<file path="config.mk">
export PLATFORM = sky130hd
export DESIGN_NAME = serializer_mode_control
export DESIGN_NICKNAME = d
export VERILOG_FILES = /design/src/verilog/sermode_pkg.sv /design/src/verilog/word_fifo.sv /design/src/verilog/serializer_mode_control.sv
export SDC_FILE = /design/constraint.sdc
export NUM_CORES = 1
export LEC_CHECK = 0
export CORE_ASPECT_RATIO = 1.75
export CORE_MARGIN = 8
export CORE_UTILIZATION = 35
export CTS_CLUSTER_SIZE = 25
export DETAILED_ROUTE_END_ITERATION = 10
export DONT_BUFFER_PORTS = 1
export PLACE_DENSITY = 0.58
export SLEW_MARGIN = 20
export SYNTH_ARGS = -nofsm -noshare
export SYNTH_HDL_FRONTEND = slang
export SYNTH_SLANG_ARGS = --single-unit
</file>
<file path="constraint.sdc">
create_clock -name mclk -period 11.3 [get_ports mclk]
set_clock_uncertainty 0.1 [all_clocks]
set_input_delay 2.26 -clock mclk [delete_from_list [all_inputs] [get_ports mclk]]
set_output_delay 2.26 -clock mclk [all_outputs]
set_load 0.03 [all_outputs]
</file>
<file path="src/verilog/sermode_pkg.sv">
package sermode_pkg;

  // Feature disable register bit positions
  localparam int FEAT_EDH_BIT    = 0;
  localparam int FEAT_PID_BIT    = 1;
  localparam int FEAT_ANC_BIT    = 2;
  localparam int FEAT_CRC_BIT    = 3;
  localparam int FEAT_LN_BIT     = 4;
  localparam int FEAT_TRS_BIT    = 5;
  localparam int FEAT_REMAP_BIT  = 6;
  localparam int FEAT_W          = 7;

  // Register offsets on the plain register port
  localparam logic [3:0] OFS_FEATURE_DISABLE = 4'h0;
  localparam logic [3:0] OFS_MODE_STATUS     = 4'h1;
  localparam logic [3:0] OFS_FEATURE_ACTIVE  = 4'h2;

  localparam logic [FEAT_W-1:0] FEATURE_DISABLE_RST = 7'h00;

  localparam int WORD_W     = 20;
  localparam int FIFO_DEPTH = 8;

  typedef enum logic [1:0] {
    MODE_THROUGH,
    MODE_SMPTE,
    MODE_ASI
  } op_mode_t;

  // Synchronised static control pins
  typedef struct packed {
    logic asi_transport_select;
    logic line_rate_select;
    logic input_width_select;
    logic processing_master_enable;
    logic video_coding_enable;
    logic serial_out_enable;
    logic test_host_select;
  } ctrl_pins_t;

  // Decoded configuration handed to the datapath
  typedef struct packed {
    op_mode_t          mode;
    logic              rate_sd;
    logic              wide_bus;
    logic              scramble_en;
    logic              asi_encode_en;
    logic              slew_sd;
    logic              out_drive;
    logic              host_port_sel;
    logic [FEAT_W-1:0] feat_active;
  } mode_cfg_t;

  typedef struct packed {
    logic              valid;
    logic [WORD_W-1:0] data;
  } word_t;

endpackage : sermode_pkg

</file>
<file path="src/verilog/word_fifo.sv">
`timescale 1ns/1ps
module word_fifo #(
  parameter int WIDTH = 20,
  parameter int DEPTH = 8
) (
  input  wire logic             mclk,
  input  wire logic             rst,
  input  wire logic             in_valid,
  output logic                  in_ready,
  input  wire logic [WIDTH-1:0] in_data,
  output logic                  out_valid,
  input  wire logic             out_ready,
  output logic [WIDTH-1:0]      out_data
);
  localparam int AW = $clog2(DEPTH);

  typedef struct packed {
    logic [DEPTH-1:0][WIDTH-1:0] mem;
    logic [AW-1:0]               wptr;
    logic [AW-1:0]               rptr;
    logic [AW:0]                 count;
    logic                        out_valid;
    logic [WIDTH-1:0]            out_data;
  } fifo_state_t;

  fifo_state_t st_reg;
  fifo_state_t st_next;
  logic        push;
  logic        pop;

  always_comb begin
    st_next = st_reg;
    pop     = st_reg.count != '0 && (!st_reg.out_valid || out_ready);
    push    = in_valid && st_reg.count != (AW+1)'(DEPTH);
    if (out_ready) begin
      st_next.out_valid = 1'b0;
    end
    // Output stage is a flop so the consumer sees registered data
    if (pop) begin
      st_next.out_valid = 1'b1;
      st_next.out_data  = st_reg.mem[st_reg.rptr];
      st_next.rptr      = st_reg.rptr + 1'b1;
    end
    if (push) begin
      st_next.mem[st_reg.wptr] = in_data;
      st_next.wptr             = st_reg.wptr + 1'b1;
    end
    st_next.count = st_reg.count + (AW+1)'(push) - (AW+1)'(pop);
  end

  always_ff @(posedge mclk or posedge rst) begin
    if (rst) begin
      st_reg <= '0;
    end else begin
      st_reg <= st_next;
    end
  end

  assign in_ready  = st_reg.count != (AW+1)'(DEPTH);
  assign out_valid = st_reg.out_valid;
  assign out_data  = st_reg.out_data;

endmodule : word_fifo

</file>
<file path="src/verilog/serializer_mode_control.sv">
`timescale 1ns/1ps
module serializer_mode_control (
  input  wire logic                                mclk,
  input  wire logic                                rst,
  input  wire logic                                asi_transport_select,
  input  wire logic                                line_rate_select,
  input  wire logic                                input_width_select,
  input  wire logic                                processing_master_enable,
  input  wire logic                                video_coding_enable,
  input  wire logic                                serial_out_enable,
  input  wire logic                                test_host_select,
  input  wire logic [3:0]                          reg_addr,
  input  wire logic [31:0]                         reg_wdata,
  input  wire logic                                reg_wr,
  input  wire logic                                reg_rd,
  output logic [31:0]                              reg_rdata,
  input  wire logic                                pin_valid,
  output logic                                     pin_ready,
  input  wire logic [sermode_pkg::WORD_W-1:0]      pin_data,
  output sermode_pkg::word_t                       ser_word,
  input  wire logic                                ser_ready,
  output sermode_pkg::mode_cfg_t                   cfg,
  output logic                                     serial_out_pair_o,
  output logic                                     serial_out_pair_oe
);

  typedef struct packed {
    sermode_pkg::ctrl_pins_t         meta;
    sermode_pkg::ctrl_pins_t         pins;
    logic [sermode_pkg::FEAT_W-1:0]  feature_disable_reg;
    logic [31:0]                     rdata;
    sermode_pkg::mode_cfg_t          cfg;
    sermode_pkg::word_t              word;
    logic                            in_ready;
    logic                            out_bit;
    logic                            out_oe;
  } top_state_t;

  top_state_t st_reg;
  top_state_t st_next;

  logic                             f_valid;
  logic [sermode_pkg::WORD_W-1:0]   f_data;
  logic                             f_in_ready;
  logic                             f_take;

  function automatic sermode_pkg::op_mode_t decode_mode(
    input sermode_pkg::ctrl_pins_t p
  );
    if (p.asi_transport_select && p.line_rate_select && !p.video_coding_enable) begin
      return sermode_pkg::MODE_ASI;
    end else if (p.video_coding_enable && !p.asi_transport_select) begin
      return sermode_pkg::MODE_SMPTE;
    end else begin
      // Illegal combinations fall back to uncoded pass-through
      return sermode_pkg::MODE_THROUGH;
    end
  endfunction : decode_mode

  function automatic logic [sermode_pkg::FEAT_W-1:0] feature_mask(
    input sermode_pkg::ctrl_pins_t   p,
    input sermode_pkg::op_mode_t     m,
    input logic [sermode_pkg::FEAT_W-1:0] dis
  );
    logic [sermode_pkg::FEAT_W-1:0] f;
    f = '0;
    if (p.processing_master_enable && m == sermode_pkg::MODE_SMPTE) begin
      f = ~dis;
      if (!p.line_rate_select) begin
        f[sermode_pkg::FEAT_EDH_BIT] = 1'b0;
      end else begin
        f[sermode_pkg::FEAT_CRC_BIT] = 1'b0;
        f[sermode_pkg::FEAT_LN_BIT]  = 1'b0;
      end
    end
    return f;
  endfunction : feature_mask

  word_fifo #(
    .WIDTH (sermode_pkg::WORD_W),
    .DEPTH (sermode_pkg::FIFO_DEPTH)
  ) u_fifo (
    .mclk      (mclk),
    .rst       (rst),
    .in_valid  (pin_valid),
    .in_ready  (f_in_ready),
    .in_data   (pin_data),
    .out_valid (f_valid),
    .out_ready (f_take),
    .out_data  (f_data)
  );

  // Output word stage stalls on serializer back-pressure
  assign f_take = !st_reg.word.valid || ser_ready;

  always_comb begin
    st_next      = st_reg;
    // Static pins still cross domains, so two flops first
    st_next.meta = '{asi_transport_select, line_rate_select, input_width_select,
                     processing_master_enable, video_coding_enable,
                     serial_out_enable, test_host_select};
    st_next.pins = st_reg.meta;
    st_next.in_ready = f_in_ready;

    st_next.cfg.mode          = decode_mode(st_reg.pins);
    st_next.cfg.rate_sd       = st_reg.pins.line_rate_select;
    st_next.cfg.slew_sd       = st_reg.pins.line_rate_select;
    st_next.cfg.wide_bus      = (st_next.cfg.mode != sermode_pkg::MODE_ASI) &&
                                st_reg.pins.input_width_select;
    st_next.cfg.scramble_en   = st_next.cfg.mode == sermode_pkg::MODE_SMPTE;
    st_next.cfg.asi_encode_en = st_next.cfg.mode == sermode_pkg::MODE_ASI;
    st_next.cfg.out_drive     = st_reg.pins.serial_out_enable;
    st_next.cfg.host_port_sel = !st_reg.pins.test_host_select;
    st_next.cfg.feat_active   = feature_mask(st_reg.pins, st_next.cfg.mode,
                                             st_reg.feature_disable_reg);

    if (f_take) begin
      st_next.word.valid = f_valid;
      // Narrow bus keeps only the low 10 bits; upper half forced zero
      st_next.word.data  = st_reg.cfg.wide_bus ? f_data : {10'h000, f_data[9:0]};
    end

    if (reg_wr && reg_addr == sermode_pkg::OFS_FEATURE_DISABLE) begin
      st_next.feature_disable_reg = reg_wdata[sermode_pkg::FEAT_W-1:0];
    end

    st_next.rdata = '0;
    if (reg_rd) begin
      unique case (reg_addr)
        sermode_pkg::OFS_FEATURE_DISABLE:
          st_next.rdata = {25'h000_0000, st_reg.feature_disable_reg};
        sermode_pkg::OFS_MODE_STATUS:
          st_next.rdata = {24'h00_0000, st_reg.cfg.host_port_sel, st_reg.cfg.out_drive,
                           st_reg.cfg.asi_encode_en, st_reg.cfg.scramble_en,
                           st_reg.cfg.wide_bus, st_reg.cfg.rate_sd, st_reg.cfg.mode};
        sermode_pkg::OFS_FEATURE_ACTIVE:
          st_next.rdata = {25'h000_0000, st_reg.cfg.feat_active};
        default:
          st_next.rdata = '0;
      endcase
    end

    // Line model: drive bit 0 of the output word when enabled, float otherwise
    st_next.out_oe  = st_reg.cfg.out_drive;
    st_next.out_bit = st_reg.cfg.out_drive & st_reg.word.data[0];
  end

  // Reset returns every control bit to default
  always_ff @(posedge mclk or posedge rst) begin
    if (rst) begin
      st_reg                     <= '0;
      st_reg.feature_disable_reg <= sermode_pkg::FEATURE_DISABLE_RST;
    end else begin
      st_reg <= st_next;
    end
  end

  assign reg_rdata          = st_reg.rdata;
  assign pin_ready          = st_reg.in_ready;
  assign ser_word           = st_reg.word;
  assign cfg                = st_reg.cfg;
  assign serial_out_pair_o  = st_reg.out_bit;
  assign serial_out_pair_oe = st_reg.out_oe;

endmodule : serializer_mode_control

</file>
* Word-level counts from Yosys, hierarchy flattened
Index checks and enable logic that the tools add are counted.
Storage, ports and cells: register bits after elaboration 283, input port bits 69, output and inout bits 72, logic and storage cells 91
Operators by class: add/subtract/negate cells 4, order comparisons 3, equality and inequality tests 6, multiplexer cells 15, bitwise logic cells 2, reduce and logical (&&, ||, !) cells 19
Operators by type and width (number):
- bitwise mux 160 bit | 1
- binary-select mux 20 bit (select 3 bit) | 1
- demux 20 bit (select 3 bit) | 1
- two-way mux 20 bit | 3
- case mux 8 bit (3 select lines) | 1
- two-way mux 21 bit | 1
- logical AND 1 bit | 9
- less-than comparator 3 x 4 -> 1 bit, second input constant | 2
- two-way mux 8 bit | 1
- two-way mux 7 bit | 1
- NOT 7 bit | 1
- adder 3 x 1 -> 3 bit, second input constant | 2
- logical NOT 1 bit | 5
- adder 4 x 1 -> 4 bit | 1
- equality test 4 x 1 -> 1 bit, second input constant | 1
- equality test 4 x 2 -> 1 bit, second input constant | 1
- logical NOT 4 bit | 1
- two-way mux 2 bit | 2
- inequality test 4 bit, second input constant | 1
- nonzero test 4 bit | 1
- subtractor 4 x 1 -> 4 bit | 1
- >= comparator 3 x 1 -> 1 bit, second input constant | 1
- two-way mux 1 bit | 3
- equality test 2 x 1 -> 1 bit, second input constant | 1
- 5 further kinds | 6

* Longest topological paths before layout
depth in word-level cells 7, mapped depth 11, mapped depth without buffers 11

* By module
Synthesis repeated with hierarchy kept, for this count alone.
Unflattened totals: cell total of the unflattened synthesis 887, area, all modules 11846.4 um^2
By module, submodules not included:
- word_fifo | instances 1, cells an instance 625, area each 8947.3 um^2
- serializer_mode_control | instances 1, cells an instance 262, area each 2899.0 um^2

* Least setup slack after synthesis
OpenSTA, ideal clock, no wires.
path kind in2reg, from in ser_ready, to reg u_fifo.st_reg[23] (netlist bit), data arrival time 3.714 ns, required time 11.077 ns, setup slack 7.363 ns, stages 9, path through and3b_1 > or2_1 > inv_1 > ha_1 > inv_1 > ha_1 > inv_1 > fa_1 > xnor2_1
RTL lines:
- from (decl) | line serializer_mode_control.sv:21 | input wire logic ser_ready,
- to (signal assigned) | line word_fifo.sv:55 | st_reg <= st_next;
- to (decl) | line word_fifo.sv:26 | fifo_state_t st_reg;

==> impl_metrics.ini <==
[cells_and_area]
num_antenna_cells = 0
final_cell_count_no_fill = 1219
largest_register_ff_count = 170
regArea_um2 = 6430
nNetsFinal = 875
multi_input_area_um2 = 4460
final_area_um2 = 12400
fillCellCount = 3110
area_growth_pct = 6.85
drive_above_1_share_pct = 35.3

[critical_path]
r2r-start = u_fifo.st_reg[23]
cp-start-kind = input pin
critPathBufInv = 6
required_ps = 11620
crit_top_cell = inv_1
critPathTopFamily = buffers and inverters
critPathSlowestCell = fa_1
crit_arrival_ps = 4500
r2r-end = u_fifo.st_reg[22]
slowest_delay_ps = 470
path_class = in2reg
reg2reg_slack_ps = 8260
path_cells = and3b_1 -> buf_4 -> or2_1 -> buf_4 -> inv_1 -> ha_1 -> inv_1 -> ha_1 -> inv_1 -> fa_1 -> inv_1
endpoint_kind = register
reg2reg_depth = 13
crit_fanout = 23

[clock_network]
path_clk_slew_ps = 60
root_buffer = clkbuf_16
numCtsBuffers = 25
cts_max_path_buffers = 3
cts_hold_buf = 0
ctsResizeCount = 0
post_cts_buffers = 0
h-tree-depth = 1
insertion_delay_ps = 530
numClockSinks = 257
cts_tree = yes

[timing]
max_slew_margin_pct = 22.5
whs_ps = 248
fin_tns_setup_ps = 0
fin_crit_ps = 4180
drv_slew = 0
hold_viol = 0
rsz0062_at_grt = false
worst_pin_slew_ps = 1160
finalSetupViolations = 0
period_share_pct = 37.0
max_freq_mhz = 239
finalWorstSetupSlack_ps = 7120

[yosys]
async_flop_share_pct = 100
synth_area_leaders = dfrtp_1 (55%), mux2_2 (18%), mux2_4 (5.2%)
synth.avg_cell_area_um2 = 13.7
yosysTopAreaCell = dfrtp_1
synth_area_um2 = 11600
synth_edf_count = 0
ys_seq_area_share_pct = 55.5
ys.flop_type = dfrtp_1
yosysUniqueCellTypes = 43
synth_top_area_share_pct = 55.5
netlist_instances = 846
yosys_register_bits = 257
ys.warnings.count = 0
synth_top_cells_by_count = dfrtp_1 (257), mux2_2 (181), buf_4 (71)
yosysMostFrequentCell = dfrtp_1

[routing]
vias = 6214
drt_iter0_markers = 245
wl_per_cell_um = 21.4
routed_wl_mm = 26.1
vias_per_cell = 5.10
drc = 0
ant_nets = 0
drt-pass1-iter-count = 4

[global_routing]
grtUsageTotal_pct = 13.2
grt_max_degree = 118
antenna_found_initial = 0
grt_overflow = 0
grt_pass1_wl_mm = 40.5
grt_pass1_vias = 6604

[floorplanning]
num_rows = 88
die_h_um = 257
core_area_um2 = 32800
dieArea_um2 = 39400
initial_core_util_pct = 35.3
boundaryPins = 141
die_w_um = 154

[placement]
place_congestion = 0.713
dp_cells = 1174
pre_cts_slack_ps = 6550
placed_area_um2 = 11600
portBuffers = 0
dp_hpwl_mm = 16.2

[flow_run]
cap_violations = 0

[hold_path]
min_from = st_next[82]
min_path_cells = 0
hold_class = reg2reg
hold_end = st_reg[82]

[power]
power.density_nw_per_um2 = 292
p_leak_nw = 5.47
peakVddDrop_v = 0.000133

[run_status]
status = complete, no violations
==> worst register-to-register path: stages, from the launching register on <==
cell,delay (ps)
dfrtp_1,360
inv_1,100
ha_1,150
nor3b_2,160
buf_4,340
or2_1,160
buf_4,330
inv_1,170
ha_1,310
inv_1,60
ha_1,150
inv_1,50
fa_1,470
inv_1,40
==> routing by layer <==
layer	wire length, µm	vias up	global-route usage, %
li1	-	2810	-
met1	9900	3241	14.4
met2	14100	131	24.6
met3	1490	32	2.81
met4	588	0	4.43
met5	0	-	0
==> report_power, final <==
group / leakage [nW] / internal, mW / switching [mW]
combinational: 1.97 / 0.677 / 0.507
sequential: 3.12 / 1.31 / 0.304
clock: 0.387 / 0.466 / 0.349
==> logic make-up after synthesis <==
kind of cell	count (synthesis)	share of synthesized area (%)
muxes	266	26.7
DFF	257	55.5
buffers and inverters	129	6.99
AOI/OAI and AO/OA	100	5.65
and+or+nand+nor	78	3.70
adders and majority gates	9	1.04
xor gates and xnor gates	6	0.453
other	1	0.0323
==> how the worst max path moves through the flow <==
stage | to | cells after the start | slack [ps] | startpoint
after floorplan | cfg[0] | 1 | 1870 | rst
after global placement | u_fifo.st_reg[23] | 11 | 6540 | ser_ready
after detailed placement | u_fifo.st_reg[22] | 11 | 6550 | ser_ready
after CTS | u_fifo.st_reg[22] | 11 | 7120 | ser_ready
after global routing | u_fifo.st_reg[22] | 11 | 7010 | ser_ready
final | u_fifo.st_reg[22] | 11 | 7120 | ser_ready
==> area by class of cell <==
cell class,count,area share [%]
Clock inverter,5,0.485
Timing Repair Buffer,17,1.19
Clock buffer,39,5.88
Inverter,13,0.454
Sequential cell,257,51.9
Tap cell,405,4.09
Multi-Input combinational cell,483,36.0
==> per-stage QoR <==
| stage | power, mW | utilization [%] |
|---|---|---|
| final | 3.61 | 37.8 |
| after floorplan | 2.59 | - |
| after global placement | 2.80 | 35.3 |
| after detailed placement | 2.84 | 35.3 |
| after CTS | 3.67 | 37.7 |
| after global routing | 3.84 | 37.8 |
==> placed cells by master, fill, tap and decap left out, drive strengths merged, types with 3 or more instances in the layout <==
master / netlist / final
mux2i: 43 / 43
o21ai: 30 / 30
xnor2: 4 / 4
a21oi: 8 / 8
nor3b: 4 / 4
o31ai: 20 / 20
nor2: 7 / 7
clkbuf: 17 / 39
or2: 5 / 5
nand2: 34 / 34
conb: 1 / 24
a22o: 20 / 20
ha: 8 / 8
buf: 99 / 17
nand4: 3 / 3
dfrtp: 257 / 257
mux2: 223 / 223
nor2b: 7 / 7
nor3: 3 / 3
inv: 13 / 15
o22ai: 20 / 20
Note: power is estimated with default switching activity, not from simulation.
